$ cat config.mk
export PLATFORM = sky130hd
export DESIGN_NAME = timer_mode_and_control
export DESIGN_NICKNAME = d
export VERILOG_FILES = /design/src/timer_ctl_pkg.sv /design/src/timer_mode_and_control.sv
export VERILOG_INCLUDE_DIRS = /design/src /design/src/src
export SDC_FILE = /design/constraint.sdc
export NUM_CORES = 1
export LEC_CHECK = 0
export BUFFER_PORTS_ARGS = -buffer_cell sky130_fd_sc_hd__buf_2
export CORE_MARGIN = 2
export CORE_UTILIZATION = 49
export CTS_CLUSTER_DIAMETER = 150
export DETAILED_ROUTE_END_ITERATION = 8
export GPL_TIMING_DRIVEN = 0
export PLACE_DENSITY = 0.79
export SYNTH_ARGS = -nofsm -noshare
export SYNTH_HDL_FRONTEND = slang
export SYNTH_SLANG_ARGS = --single-unit
$ cat constraint.sdc
create_clock -name clk_i -period 1.85 [get_ports clk_i]
set_input_delay 0.555 -clock clk_i [delete_from_list [all_inputs] [get_ports clk_i]]
set_output_delay 0.555 -clock clk_i [all_outputs]
set_load 0.01 [all_outputs]
$ cat src/timer_ctl_params.svh
`ifndef TIMER_CTL_PARAMS_SVH
`define TIMER_CTL_PARAMS_SVH

// byte offsets of the register words
`define OFF_GLOBAL_CONFIGURATION 12'h000
`define OFF_HALF_A_MODE_REGISTER 12'h004
`define OFF_HALF_B_MODE_REGISTER 12'h008
`define OFF_TIMER_CONTROL 12'h00c

// writable bits of each register
`define MASK_GLOBAL_CONFIGURATION 32'h0000_0007
`define MASK_HALF_MODE_REGISTER 32'h0000_000f
`define MASK_TIMER_CONTROL 32'h0000_0f7f

// reset values
`define RST_GLOBAL_CONFIGURATION 3'h0
`define RST_HALF_MODE_REGISTER 4'h0
`define RST_TIMER_CONTROL 12'h000

// global configuration codes
`define CFG_SINGLE32 3'h0
`define CFG_CALENDAR 3'h1
`define CFG_SPLIT_BIT 2

// mode register field
`define MODE_SELECT_LSB 0

// timer control field positions
`define CTL_HALF_B_EDGE_LSB 10
`define CTL_HALF_B_FREEZE 9
`define CTL_HALF_B_ENABLE 8
`define CTL_HALF_A_PWM_INVERT 6
`define CTL_HALF_A_TRIG_ENABLE 5
`define CTL_CALENDAR_ENABLE 4
`define CTL_HALF_A_EDGE_LSB 2
`define CTL_HALF_A_FREEZE 1
`define CTL_HALF_A_ENABLE 0

// capture edge codes
`define EDGE_RISING 2'h0
`define EDGE_FALLING 2'h1
`define EDGE_BOTH 2'h3

// bus answers
`define RESP_OKAY 2'h0
`define RESP_SLVERR 2'h2

`endif

$ cat src/timer_ctl_pkg.sv
package timer_ctl_pkg;

  typedef enum logic [1:0] {
    cfg_single32,
    cfg_calendar,
    cfg_reserved,
    cfg_split16
  } cfg_kind_t;

  typedef enum logic [1:0] {
    mode_reserved,
    mode_one_shot,
    mode_periodic,
    mode_capture
  } half_mode_t;

  typedef struct packed {
    logic run;
    logic capture_armed;
    half_mode_t mode;
    logic [1:0] edge_sel;
  } half_status_t;

endpackage

$ cat src/timer_mode_and_control.sv
`timescale 1ns/1ps
`include "timer_ctl_params.svh"

// Notes on behaviour
// - config picks single, calendar or split timers
// - half B mode: one-shot, periodic, capture
// - split config uses half B mode field
// - single 32-bit config ignores half B mode
// - bits 11:10 pick half B capture edge
// - bit 9 freezes half B on debug halt
// - bit 8 enables half B
// - bit 6 inverts half A pwm output
// - bit 5 gates converter trigger output
// - bit 4 starts and stops calendar counting
// - bits 3:2 pick half A capture edge
// - bit 1 freezes half A on debug halt
// - bit 0 enables half A
module timer_mode_and_control
  import timer_ctl_pkg::*;
(
  input wire logic clk_i,
  input wire logic arst_n_i,
  input wire logic [11:0] s_axi_awaddr_i,
  input wire logic [2:0] s_axi_awprot_i,
  input wire logic s_axi_awvalid_i,
  output logic s_axi_awready_o,
  input wire logic [31:0] s_axi_wdata_i,
  input wire logic [3:0] s_axi_wstrb_i,
  input wire logic s_axi_wvalid_i,
  output logic s_axi_wready_o,
  output logic [1:0] s_axi_bresp_o,
  output logic s_axi_bvalid_o,
  input wire logic s_axi_bready_i,
  input wire logic [11:0] s_axi_araddr_i,
  input wire logic [2:0] s_axi_arprot_i,
  input wire logic s_axi_arvalid_i,
  output logic s_axi_arready_o,
  output logic [31:0] s_axi_rdata_o,
  output logic [1:0] s_axi_rresp_o,
  output logic s_axi_rvalid_o,
  input wire logic s_axi_rready_i,
  input wire logic debug_halt_i,
  input wire logic half_a_pwm_raw_i,
  input wire logic half_a_trigger_raw_i,
  input wire logic [1:0] capture_pin_i,
  output half_status_t half_a_status_o,
  output half_status_t half_b_status_o,
  output cfg_kind_t cfg_kind_o,
  output logic calendar_run_o,
  output logic half_a_pwm_o,
  output logic half_a_converter_trigger_o,
  output logic [1:0] capture_event_o
);

  // register contents
  logic [2:0] global_configuration;
  logic [3:0] half_a_mode_register;
  logic [3:0] half_b_mode_register;
  logic [11:0] timer_control;

  // write channel state
  logic aw_held;
  logic [11:0] aw_addr;
  logic w_held;
  logic [31:0] w_data;
  logic [3:0] w_strb;

  // merge of byte lanes under the write strobes
  function automatic logic [31:0] merge_lanes(
    input logic [31:0] old_word,
    input logic [31:0] new_word,
    input logic [3:0] strb
  );
    logic [31:0] res;
    res = old_word;
    for (int i = 0; i < 4; i++) begin
      if (strb[i]) begin
        res[i*8 +: 8] = new_word[i*8 +: 8];
      end
    end
    return res;
  endfunction

  // ---------------- write address and data acceptance
  wire aw_take = s_axi_awvalid_i & s_axi_awready_o;
  wire w_take = s_axi_wvalid_i & s_axi_wready_o;
  wire have_aw = aw_held | aw_take;
  wire have_w = w_held | w_take;
  // a response still waiting holds off the next write, so bresp is never overwritten
  wire do_write = have_aw & have_w & ~s_axi_bvalid_o;
  wire [11:0] wr_addr = aw_take ? s_axi_awaddr_i : aw_addr;
  wire [31:0] wr_data = w_take ? s_axi_wdata_i : w_data;
  wire [3:0] wr_strb = w_take ? s_axi_wstrb_i : w_strb;
  // address bits 1:0 are ignored: every register is one aligned word
  wire [11:0] wr_word = {wr_addr[11:2], 2'b00};

  wire wr_sel_cfg = (wr_word == `OFF_GLOBAL_CONFIGURATION);
  wire wr_sel_mode_a = (wr_word == `OFF_HALF_A_MODE_REGISTER);
  wire wr_sel_mode_b = (wr_word == `OFF_HALF_B_MODE_REGISTER);
  wire wr_sel_ctl = (wr_word == `OFF_TIMER_CONTROL);
  wire wr_hit = wr_sel_cfg | wr_sel_mode_a | wr_sel_mode_b | wr_sel_ctl;

  wire next_aw_held = do_write ? 1'b0 : have_aw;
  wire next_w_held = do_write ? 1'b0 : have_w;
  wire next_bvalid = do_write | (s_axi_bvalid_o & ~s_axi_bready_i);
  wire next_awready = ~next_aw_held & ~next_bvalid;
  wire next_wready = ~next_w_held & ~next_bvalid;
  wire [1:0] next_bresp = wr_hit ? `RESP_OKAY : `RESP_SLVERR;

  always_ff @(posedge clk_i or negedge arst_n_i) begin
    if (!arst_n_i) begin
      aw_held <= 1'b0;
      w_held <= 1'b0;
      aw_addr <= 12'h000;
      w_data <= 32'h0000_0000;
      w_strb <= 4'h0;
    end else begin
      aw_held <= next_aw_held;
      w_held <= next_w_held;
      aw_addr <= wr_addr;
      w_data <= wr_data;
      w_strb <= wr_strb;
    end
  end

  always_ff @(posedge clk_i or negedge arst_n_i) begin
    if (!arst_n_i) begin
      s_axi_awready_o <= 1'b0;
      s_axi_wready_o <= 1'b0;
      s_axi_bvalid_o <= 1'b0;
      s_axi_bresp_o <= `RESP_OKAY;
    end else begin
      s_axi_awready_o <= next_awready;
      s_axi_wready_o <= next_wready;
      s_axi_bvalid_o <= next_bvalid;
      if (do_write) begin
        s_axi_bresp_o <= next_bresp;
      end
    end
  end

  // ---------------- register updates, reserved bits masked off
  wire [31:0] cfg_merged = merge_lanes({29'h0, global_configuration}, wr_data, wr_strb);
  wire [31:0] mode_a_merged = merge_lanes({28'h0, half_a_mode_register}, wr_data, wr_strb);
  wire [31:0] mode_b_merged = merge_lanes({28'h0, half_b_mode_register}, wr_data, wr_strb);
  wire [31:0] ctl_merged = merge_lanes({20'h0, timer_control}, wr_data, wr_strb);
  wire [31:0] cfg_masked = cfg_merged & `MASK_GLOBAL_CONFIGURATION;
  wire [31:0] mode_a_masked = mode_a_merged & `MASK_HALF_MODE_REGISTER;
  wire [31:0] mode_b_masked = mode_b_merged & `MASK_HALF_MODE_REGISTER;
  wire [31:0] ctl_masked = ctl_merged & `MASK_TIMER_CONTROL;

  // the select wires are one-hot, so a write touches one word only
  always_ff @(posedge clk_i or negedge arst_n_i) begin
    if (!arst_n_i) begin
      global_configuration <= `RST_GLOBAL_CONFIGURATION;
      half_a_mode_register <= `RST_HALF_MODE_REGISTER;
    end else if (do_write) begin
      if (wr_sel_cfg) begin
        global_configuration <= cfg_masked[2:0];
      end
      if (wr_sel_mode_a) begin
        half_a_mode_register <= mode_a_masked[3:0];
      end
    end
  end

  always_ff @(posedge clk_i or negedge arst_n_i) begin
    if (!arst_n_i) begin
      half_b_mode_register <= `RST_HALF_MODE_REGISTER;
      timer_control <= `RST_TIMER_CONTROL;
    end else if (do_write) begin
      if (wr_sel_mode_b) begin
        half_b_mode_register <= mode_b_masked[3:0];
      end
      if (wr_sel_ctl) begin
        timer_control <= ctl_masked[11:0];
      end
    end
  end

  // ---------------- read channel
  wire ar_take = s_axi_arvalid_i & s_axi_arready_o;
  wire [11:0] rd_word = {s_axi_araddr_i[11:2], 2'b00};
  wire rd_sel_cfg = (rd_word == `OFF_GLOBAL_CONFIGURATION);
  wire rd_sel_mode_a = (rd_word == `OFF_HALF_A_MODE_REGISTER);
  wire rd_sel_mode_b = (rd_word == `OFF_HALF_B_MODE_REGISTER);
  wire rd_sel_ctl = (rd_word == `OFF_TIMER_CONTROL);
  wire rd_hit = rd_sel_cfg | rd_sel_mode_a | rd_sel_mode_b | rd_sel_ctl;
  wire [31:0] rd_value =
    ({32{rd_sel_cfg}} & {29'h0, global_configuration}) |
    ({32{rd_sel_mode_a}} & {28'h0, half_a_mode_register}) |
    ({32{rd_sel_mode_b}} & {28'h0, half_b_mode_register}) |
    ({32{rd_sel_ctl}} & {20'h0, timer_control});
  wire next_rvalid = ar_take | (s_axi_rvalid_o & ~s_axi_rready_i);
  wire next_arready = ~next_rvalid;
  wire [1:0] next_rresp = rd_hit ? `RESP_OKAY : `RESP_SLVERR;

  // address decoded at the handshake edge; rdata then stands until rready

  always_ff @(posedge clk_i or negedge arst_n_i) begin
    if (!arst_n_i) begin
      s_axi_arready_o <= 1'b0;
      s_axi_rvalid_o <= 1'b0;
      s_axi_rdata_o <= 32'h0000_0000;
      s_axi_rresp_o <= `RESP_OKAY;
    end else begin
      s_axi_arready_o <= next_arready;
      s_axi_rvalid_o <= next_rvalid;
      if (ar_take) begin
        s_axi_rdata_o <= rd_value;
        s_axi_rresp_o <= next_rresp;
      end
    end
  end

  // ---------------- configuration decode
  // arrangement select
  // configs 2 and 3 are reserved: neither half runs or arms there
  wire is_split = global_configuration[`CFG_SPLIT_BIT];
  wire is_single = (global_configuration == `CFG_SINGLE32);
  wire is_calendar = (global_configuration == `CFG_CALENDAR);
  wire cfg_kind_t next_cfg_kind = is_split ? cfg_split16 :
                                  is_single ? cfg_single32 :
                                  is_calendar ? cfg_calendar : cfg_reserved;

  wire half_mode_t mode_b_field = half_mode_t'(half_b_mode_register[`MODE_SELECT_LSB +: 2]);
  wire half_mode_t mode_a_field = half_mode_t'(half_a_mode_register[`MODE_SELECT_LSB +: 2]);
  wire half_mode_t next_mode_b = is_split ? mode_b_field : mode_reserved;
  wire half_mode_t next_mode_a = (is_single | is_split) ? mode_a_field : mode_reserved;

  // ---------------- control bit decode
  // half A enable
  wire en_a = timer_control[`CTL_HALF_A_ENABLE];
  wire en_b = timer_control[`CTL_HALF_B_ENABLE];
  wire freeze_a = debug_halt_i & timer_control[`CTL_HALF_A_FREEZE];
  wire freeze_b = debug_halt_i & timer_control[`CTL_HALF_B_FREEZE];
  wire [1:0] edge_a = timer_control[`CTL_HALF_A_EDGE_LSB +: 2];
  wire [1:0] edge_b = timer_control[`CTL_HALF_B_EDGE_LSB +: 2];
  wire cal_en = timer_control[`CTL_CALENDAR_ENABLE];
  wire pwm_invert = timer_control[`CTL_HALF_A_PWM_INVERT];
  wire trig_en = timer_control[`CTL_HALF_A_TRIG_ENABLE];

  // capture mode stops a half counting; it arms the half only in the split config
  wire next_run_a = en_a & ~freeze_a & (is_single | is_split) & (mode_a_field != mode_capture);
  wire next_run_b = en_b & ~freeze_b & is_split & (mode_b_field != mode_capture);
  wire next_arm_a = en_a & is_split & (mode_a_field == mode_capture);
  wire next_arm_b = en_b & is_split & (mode_b_field == mode_capture);
  // calendar counts with half A on
  wire next_calendar_run = is_calendar & en_a & cal_en & ~freeze_a;

  // status words, one field to a line
  wire half_status_t next_status_a = '{
    run: next_run_a,
    capture_armed: next_arm_a,
    mode: next_mode_a,
    edge_sel: edge_a
  };
  wire half_status_t next_status_b = '{
    run: next_run_b,
    capture_armed: next_arm_b,
    mode: next_mode_b,
    edge_sel: edge_b
  };

  always_ff @(posedge clk_i or negedge arst_n_i) begin
    if (!arst_n_i) begin
      half_a_status_o <= '0;
      half_b_status_o <= '0;
      cfg_kind_o <= cfg_single32;
      calendar_run_o <= 1'b0;
    end else begin
      half_a_status_o <= next_status_a;
      half_b_status_o <= next_status_b;
      cfg_kind_o <= next_cfg_kind;
      calendar_run_o <= next_calendar_run;
    end
  end

  // ---------------- half A outputs
  // converter must also pick this source
  // both outputs follow their raw input one cycle later
  always_ff @(posedge clk_i or negedge arst_n_i) begin
    if (!arst_n_i) begin
      half_a_pwm_o <= 1'b0;
      half_a_converter_trigger_o <= 1'b0;
    end else begin
      half_a_pwm_o <= half_a_pwm_raw_i ^ pwm_invert;
      half_a_converter_trigger_o <= half_a_trigger_raw_i & trig_en;
    end
  end

  // ---------------- capture edge detection per half
  wire [1:0] arm_vec = {next_arm_b, next_arm_a};
  wire [1:0] frz_vec = {freeze_b, freeze_a};
  wire [3:0] edge_vec = {edge_b, edge_a};

  // pins are asynchronous: edge logic reads the second and third flops, never the first
  // prev resets low; arm is clear after reset, so no false edge escapes
  for (genvar i = 0; i < 2; i++) begin : g_capture
    logic sync_1;
    logic sync_2;
    logic prev;
    logic evt;
    wire rise = sync_2 & ~prev;
    wire fall = ~sync_2 & prev;
    wire [1:0] sel = edge_vec[i*2 +: 2];
    // edge choice, reserved code never fires
    wire hit = (sel == `EDGE_RISING) ? rise :
               (sel == `EDGE_FALLING) ? fall :
               (sel == `EDGE_BOTH) ? (rise | fall) : 1'b0;

    always_ff @(posedge clk_i or negedge arst_n_i) begin
      if (!arst_n_i) begin
        sync_1 <= 1'b0;
        sync_2 <= 1'b0;
        prev <= 1'b0;
        evt <= 1'b0;
      end else begin
        sync_1 <= capture_pin_i[i];
        sync_2 <= sync_1;
        prev <= sync_2;
        evt <= hit & arm_vec[i] & ~frz_vec[i];
      end
    end

    assign capture_event_o[i] = evt;
  end

endmodule

Yosys cells after proc, flatten, opt, wreduce, memory -nomap -nowiden
Index checks and enable logic that the tools add are counted.
{ "classes": {"addsub": 0, "multipliers": 0, "n_div": 0, "order_cmp": 0, "eq_ne": 15, "n_shift": 0, "mux": 18, "bitwise": 67, "n_reduce_logical": 10} }
{ "ops": {"columns": ["operator", "count"], "rows": [
  ["32-bit OR", 3],
  ["32-bit by 4-bit bitwise AND with 32-bit output", 2],
  ["10-bit by 2-bit == test with 1-bit output (second input constant)", 4],
  ["1-bit bitwise AND", 33],
  ["32-bit by 12-bit bitwise AND with 32-bit output", 1],
  ["32-bit by 3-bit bitwise AND with 32-bit output", 1],
  ["12-bit zero test", 2],
  ["12-bit two-way mux", 2],
  ["10-bit by 1-bit == test with 1-bit output (second input constant)", 2],
  ["2-bit two-way mux", 8],
  ["3-bit AND reduction", 5],
  ["1-bit inverter", 13],
  ["1-bit OR", 13],
  ["2-bit == test (second input constant)", 4],
  ["1-bit two-way mux", 8],
  ["2-bit by 1-bit == test with 1-bit output (second input constant)", 2],
  ["2-bit zero test", 2],
  ["2-bit != test (second input constant)", 2],
  ["3-bit by 1-bit == test with 1-bit output (second input constant)", 1],
  ["3-bit zero test", 1],
  ["1-bit XOR", 1]
]} }
{ "word_totals": {"regBits": 116, "latchBits": 0, "ramBits": 0, "mem_bits_ro": 0, "in_bits": 78, "output_inout_bits": 60, "wordCells": 150, "memories": 0} }

Depth between registers and ports, before layout
Gate-level depths: netlist of the first run.
{ "depth": {"depth_word": 8, "depth_mapped": 7, "depth_no_buf": 6} }

Least setup slack after synthesis of the first run
No wires, ideal clock.
{ "synth_timing": {"path_type": "input-to-reg", "start": "input port s_axi_awaddr_i[5]", "end": "register timer_control[10]", "setup_ns": 0.128, "arrival_time_ns": 1.731, "setup_slack_ns": -0.009, "path_stages": 5, "n_path_buf": 0, "path_cell_list": "nor4_2 > nand3_1 > a21oi_2 > nand3_2 > mux2_1"} }
{ "synth_via": {"elab_chain_len": 3} }
{ "synth_rtl": {"columns": ["element", "line", "text"], "rows": [
  ["start, declared", "timer_mode_and_control.sv:23", "input wire logic [11:0] s_axi_awaddr_i,"],
  ["12-bit two-way mux", "timer_mode_and_control.sv:91", "wire [11:0] wr_addr = aw_take ? s_axi_awaddr_i : aw_addr;"],
  ["10-bit by 2-bit == test with 1-bit output (no line)", null, null],
  ["3-bit AND reduction (no line)", null, null],
  ["end signal, assigned", "timer_mode_and_control.sv:170", "timer_control <= `RST_TIMER_CONTROL;"],
  ["end signal, assigned", "timer_mode_and_control.sv:176", "timer_control <= ctl_masked[11:0];"],
  ["end, declared", "timer_mode_and_control.sv:59", "logic [11:0] timer_control;"]
]} }
Every way passes these cells.
A chain may end at the register's enable or synchronous reset.

Final worst setup path of the first run
{ "layout_timing": {"start": "register s_axi_awready_o", "end": "register half_a_mode_register[1]"} }
{ "layout_via": {"elab_chain_len": 5, "elab_cells_between_ends": 7, "cone_classes": "1 x eq/ne; 1 x mux; 4 x bitwise; 1 x reduce/logical"} }
{ "layout_rtl": {"columns": ["element", "line", "text"], "rows": [
  ["start, declared", "timer_mode_and_control.sv:26", "output logic s_axi_awready_o,"],
  ["start signal, assigned", "timer_mode_and_control.sv:133", "s_axi_awready_o <= next_awready;"],
  ["1-bit bitwise AND (*)", "timer_mode_and_control.sv:85", "wire aw_take = s_axi_awvalid_i & s_axi_awready_o;"],
  ["branches (longest 3 deep; another with 12-bit two-way mux)", null, null],
  ["3-bit AND reduction (no line) (*)", null, null],
  ["end signal, assigned", "timer_mode_and_control.sv:156", "half_a_mode_register <= `RST_HALF_MODE_REGISTER;"],
  ["end signal, assigned", "timer_mode_and_control.sv:162", "half_a_mode_register <= mode_a_masked[3:0];"],
  ["end, declared", "timer_mode_and_control.sv:57", "logic [3:0] half_a_mode_register;"]
]} }
Mark *: on every way between the ends.

==> impl_metrics.toml, run 1 <==
[outcome]
status = "completed"

[timing]
fmax_mhz = 554
period_needed_ns = 1.80
slew_violations = 0
post-route-period-util_pct = 97.5
hold_violations = 0
setup_viol = 0
fin_setup_tns_ns = 0
rsz0062_at_grt = "yes"
clock_skew_ns = 0.00872

[synth]
async_flop_share_pct = 100
ys_dominant_reg_cell = "dfrtp_1"
synth_edf_count = 0
syn_avg_cell_area_sq_um = 12.2
synth_cell_types = 43
synthDominantCellAreaShare_pct = 58.6
synth_cells = 315
synth_area_leaders = "dfrtp_1 59%, buf_4 4.9%, nand2_1 4.9%"
ys_seq_elements = 90
synth_seq_area_share_pct = 58.6
yosysWarningCount = 0
synth_top_area_cell = "dfrtp_1"
syn_area_sq_um = 3840

[setup_path]
reg2reg_slack_ns = 0.05
worstPathArrival_ns = 2.04
worstReg2RegStart = "s_axi_awready_o$_DFF_PN0_"
path_class = "reg -> reg"
crit_path_cell_trace = "nand2_2, nand3_4, a2111oi_4, nand2_2, mux2_4"
r2r_cells = 5
path_max_fanout = 4
start_kind = "flop"
path_buf_inv = 0
cp_slowest_stage_delay_ns = 0.47
worstReg2RegEnd = "half_a_mode_register[1]$_DFFE_PN0P_"
timing.critical_path.to_type = "flop"
required_ns = 2.08
crit_slowest_cell = "a2111oi_4"
path_common_cell = "nand2_2"
crit_family = "compound AO/OA/AOI/OAI gates"

[detailed_routing]
first_pass_iters = 4
drt-initial-drc-count = 72
viasPerCell = 4.74
totalWireLength_microns = 7420
avgRoutedWirePerCell_microns = 13.7
ant_nets = 0
via_count = 2558
drc = 0

[floorplan]
core_area_sq_um = 7650
num_rows = 32
die_w_microns = 92.5
initial_utilization_pct = 50.2
fp.dieH_microns = 92.5
io_pins = 138
dieArea_sq_um = 8560

[power_and_ir_drop]
peakVddDrop_uv = 679
p_leak_uw = 0.00255
power_density_nw_per_um2 = 1110
netSwitchingFraction_pct = 30.4
p_comb_share_pct = 23.5
p_seq_share_pct = 48.2
p_int_uw = 3770
p_switching_uw = 1640
clock_power_share_pct = 28.3
p_total_uw = 5410

[clocking]
clk_pin_slew_ns = 0.09
clock-sinks = 90
cts_buffers = 9
root_buffer = "clkbuf_8"
cts_tree = "done"
insertion_delay_ns = 0.35
cts_buffer_depth = 2
hold_buffers = 0
cts_htree_levels = 3

[placement]
routabilityCongestion = 0.777
io_buffers = 80
dp.cells = 520
hpwl_microns = 5290

[final_layout]
antenna_cells = 0
areaGrowthSynthToFinish_pct = 26.5
final_common_cell = "dfrtp_1"
multiInputGateArea_sq_um = 1520
final_cell_mix = "90 x dfrtp_1, 79 x buf_2, 48 x nand2_1, 31 x buf_4, 23 x conb_1"
final_layout_size_suffix_gt1_share_pct = 41.3
fin_cells = 540
seq_area_sq_um = 2250
fillerInstances = 601
nets = 515

[global_route]
grt_max_degree = 70
antenna_found_initial = 0
grt_pass1_vias = 2591
gr-total-overflow = 0
grt_pass1_wl_microns = 12300
grt_use_total_pct = 18.5

[job]
maxCapViolCount = 0

[worst_hold_path]
hold_path_class = "in -> async"
## metal layers
| metal | track usage, % | up-vias | wire [microns] |
|---|---|---|---|
| met2 | 31.6 | 78 | 3810 |
| met3 | 3.91 | 7 | 383 |
| met5 | 0 | - | 0 |
| li1 | - | 1256 | - |
| met4 | 6.34 | 0 | 54 |
| met1 | 23.5 | 1217 | 3170 |
## metrics by stage
| step | utilization, % | area [sq um] | setup slack [ns] | hold slack (ns) |
|---|---|---|---|---|
| after floorplan | - | 3930 | 0.00186 | 0.259 |
| after global placement | 58.3 | 4460 | -0.490 | 0.335 |
| after detailed placement | 58.7 | 4490 | -0.320 | 0.336 |
| after CTS | 62.3 | 4770 | -0.0139 | 0.0863 |
| after global routing | 63.5 | 4860 | -0.0359 | 0.0874 |
| final | 63.5 | 4860 | 0.0453 | 0.0869 |
## power by group through the flow
stage | clock [uW] | sequential [uW] | combinational [uW]
2_1_floorplan | 0 | 2580 | 799
3_3_place_gp | 0 | 2580 | 1100
3_5_place_dp | 0 | 2610 | 1160
4_1_cts | 1560 | 2570 | 1220
5_1_grt | 1660 | 2660 | 1420
6_report | 1530 | 2600 | 1270
## state kept, by name, indices dropped and copies added (netlist names), 3 cells and up
register / cells
timer_control: 11
s_axi_rdata_o: 11
half_b_mode_register: 4
half_a_mode_register: 4
w_data: 11
aw_addr: 10
half_b_status_o: 6
half_a_status_o: 6
global_configuration: 3
## kinds of logic (layout without fill, tap and decap cells)
group | count (synthesis) | after routing | share of synthesized area [%]
AND/OR/NAND/NOR | 103 | 103 | 13.0
flip-flops | 90 | 90 | 58.6
buffers and inverters | 43 | 144 | 6.87
multiplexers | 38 | 38 | 12.7
AO/OA/AOI/OAI | 35 | 35 | 7.17
adder cells (fa/ha/maj) | 4 | 4 | 1.30
other | 1 | 23 | 0.0976
XOR/XNOR | 1 | 1 | 0.228
## worst max path at each step
stage                                         start                                   to  slack (ns)  depth (start not counted)
after floorplan                   s_axi_awaddr_i[5]        timer_control[10]$_DFFE_PN0P_       0.002                          5
after global placement                     arst_n_i        g_capture[0].sync_1$_DFF_PN0_       -0.49                          1
after detailed placement          s_axi_awaddr_i[5]        timer_control[11]$_DFFE_PN0P_       -0.32                          6
after CTS                 s_axi_awready_o$_DFF_PN0_  half_a_mode_register[2]$_DFFE_PN0P_       -0.01                          6
after global routing      s_axi_awready_o$_DFF_PN0_  half_a_mode_register[1]$_DFFE_PN0P_       -0.04                          5
final                     s_axi_awready_o$_DFF_PN0_  half_a_mode_register[1]$_DFFE_PN0P_        0.05                          5
## timing repair
item | in CTS | in global routing
pin swaps | 5 | 5
endpoints found under the setup margin | 16 | 24
cloned | 0 | 0
gates resized for setup | 5 | 17
buffers inserted | 3 | 2
## cell type report
type | instances | area share, %
flip-flops and latches | 90 | 46.4
multi-input cells | 204 | 31.2
repair buffers | 86 | 9.63
plain buffers | 31 | 4.48
clock buffers | 11 | 3.12
well taps | 102 | 2.63
clock inverters | 5 | 1.75
inverters | 11 | 0.850
## Yosys cell counts (2+ instances only)
master,count
buf_4,25
nor4_1,2
clkbuf_1,5
a211oi_1,2
or2_2,2
a21o_1,2
nand3_1,6
mux2_2,15
nand3b_1,3
dfrtp_1,90
a21oi_1,10
mux4_2,3
nor3_1,5
nor4_2,2
mux2_4,7
a22o_1,7
mux2_1,12
and3_1,2
nand2_4,2
inv_1,11
and2_1,7
nand2_2,2
o21ai_0,5
a21oi_2,2
nor2_1,15
nand2_1,50
ha_1,4
a2111oi_4,2
Note: power is estimated with default switching activity, not from simulation.
==> inputs of run 2 (changes only) <==
- CORE_UTILIZATION: 49 -> 50
- PLACE_DENSITY: 0.79 -> 0.8
- clock period: 1.85 -> 2.3 ns (I/O delays scaled with it)
==> run 2 against run 1 <==
Against the previous run: first-iteration DRC count grew 43%; global-route usage decreased by 0.11 points; clock skew shrank 0.0013 ns.
==> impl_metrics.toml, run 2 (synthesis gave the netlist of run 1 again) <==
[timing]
period_needed_ns = 1.98
clock_skew_ns = 0.00742
post-route-period-util_pct = 86.0
fmax_mhz = 505
fin_setup_tns_ns = 0
tightest_slew_ns = 0.549
setup_viol = 0
setup_ws_ns = 0.321
hold_violations = 0
slew-limit-headroom_pct = 63.2
slew_violations = 0
rsz0062_at_grt = "no"

[clocking]
cts_buffer_depth = 2
insertion_delay_ns = 0.35
cts_htree_levels = 3
clock-sinks = 90
cts_setup_buffers = 0
root_buffer = "clkbuf_8"
cts_buffers = 9
cts_tree = "done"
cts_resized = 0
hold_buffers = 0
clk_pin_slew_ns = 0.09

[setup_path]
start_kind = "primary input"
path_class = "in -> reg"
timing.critical_path.to_type = "flop"
worstPathArrival_ns = 2.21
required_ns = 2.53
path_max_fanout = 4

[job]
maxCapViolCount = 0

[global_route]
grt_pass1_wl_microns = 12100
grt_max_degree = 70
grt_use_total_pct = 18.4
gr-total-overflow = 0
antenna_found_initial = 0
grt_pass1_vias = 2539

[final_layout]
finalInstanceArea_sq_um = 4750
reg_top3 = "s_axi_rdata_o: 11 flops, timer_control: 11 flops, w_data: 11 flops"
final_common_cell = "dfrtp_1"
fillerInstances = 579
final_layout_size_suffix_gt1_share_pct = 37.3
areaGrowthSynthToFinish_pct = 23.7
final_cell_mix = "90 x dfrtp_1, 80 x buf_2, 50 x nand2_1, 26 x buf_4, 23 x conb_1"
nets = 511
antenna_cells = 0

[power_and_ir_drop]
p_leak_uw = 0.00253
p_int_uw = 3150
p_comb_share_pct = 21.0
clock_power_share_pct = 32.2
p_total_uw = 4400
peakVddDrop_uv = 448
power_density_nw_per_um2 = 925
netSwitchingFraction_pct = 28.4
p_switching_uw = 1250
p_seq_share_pct = 46.8

[floorplan]
die_w_microns = 91.7
initial_utilization_pct = 52.4
fp.dieH_microns = 91.7
core_area_sq_um = 7330
io_pins = 138
dieArea_sq_um = 8400
num_rows = 31

[outcome]
status = "completed"

[detailed_routing]
viasPerCell = 4.81
drc = 0
first_pass_iters = 4
totalWireLength_microns = 7280
ant_nets = 0
via_count = 2565
avgRoutedWirePerCell_microns = 13.6
drt-initial-drc-count = 103

[placement]
io_buffers = 80
hpwl_microns = 5420
dpl_cell_area_sq_um = 4480
dpl_worst_slack_ns = -0.0656
routabilityCongestion = 0.776

[worst_hold_path]
hold_path_class = "in -> async"
[run 2: cell count changes in the layout (fill, tap and decap cells not counted), sizes merged]
cell      previous run  this run
buf                112       108
bufinv               2         4
clkbuf              16        15
clkinvlp             1         0
[run 2: final cells by class]
class                           count  area [sq um]  share of cell area [%]
Sequential cell                    90          2250                    47.4
Multi-Input combinational cell    204          1410                    29.6
Timing Repair Buffer               81           430                    9.06
Buffer                             32           223                    4.69
Clock buffer                       10           138                    2.90
Clock inverter                      6           136                    2.87
Tap cell                           99           124                    2.61
Inverter                           11          41.3                   0.869
[run 2: worst paths after layout]
path / startpoint / endpoint / slack (ns) / cells after the start
setup / recovery: s_axi_awaddr_i[5] / timer_control[9]$_DFFE_PN0P_ / 0.32 / 6
hold / removal: arst_n_i / w_data[0]$_DFF_PN0_ / 0.22 / 1
setup reg to reg: s_axi_awready_o$_DFF_PN0_ / timer_control[5]$_DFFE_PN0P_ / 0.40 / 5
hold reg to reg: g_capture[0].sync_1$_DFF_PN0_ / g_capture[0].sync_2$_DFF_PN0_ / 0.35 / 0
max in group asynchronous: arst_n_i / half_a_status_o[0]$_DFF_PN0_ / 1.48 / 2
min in group clk_i: g_capture[0].sync_1$_DFF_PN0_ / g_capture[0].sync_2$_DFF_PN0_ / 0.35 / 0
[run 2: metrics by stage]
step	hold slack (ns)	utilization, %	instances
5_1_grt	0.213	64.8	533
6_report	0.216	64.8	533
3_3_place_gp	0.335	60.7	516
4_1_cts	0.202	64.8	533
3_5_place_dp	0.336	61.1	517
2_1_floorplan	0.331	-	337
[run 2: worst max-delay path, stage by stage]
cell     delay [ns]
buf_2          0.11
nor4_2         0.40
nand3_1        0.15
a21oi_2        0.30
nand3_2        0.21
mux2_1         0.35
[run 2: routing by layer]
metal	routed length, microns	track usage [%]
met4	112	6.94
met1	3070	23.3
met3	436	3.94
met2	3650	31.1
met5	0	0
[run 2: power groups by stage]
stage	Clock [uW]	Combinational (uW)	Sequential, uW
6_report	1410	924	2060
5_1_grt	1520	1030	2100
4_1_cts	1450	937	2060
3_5_place_dp	0	927	2090
3_3_place_gp	0	882	2080
2_1_floorplan	0	638	2070
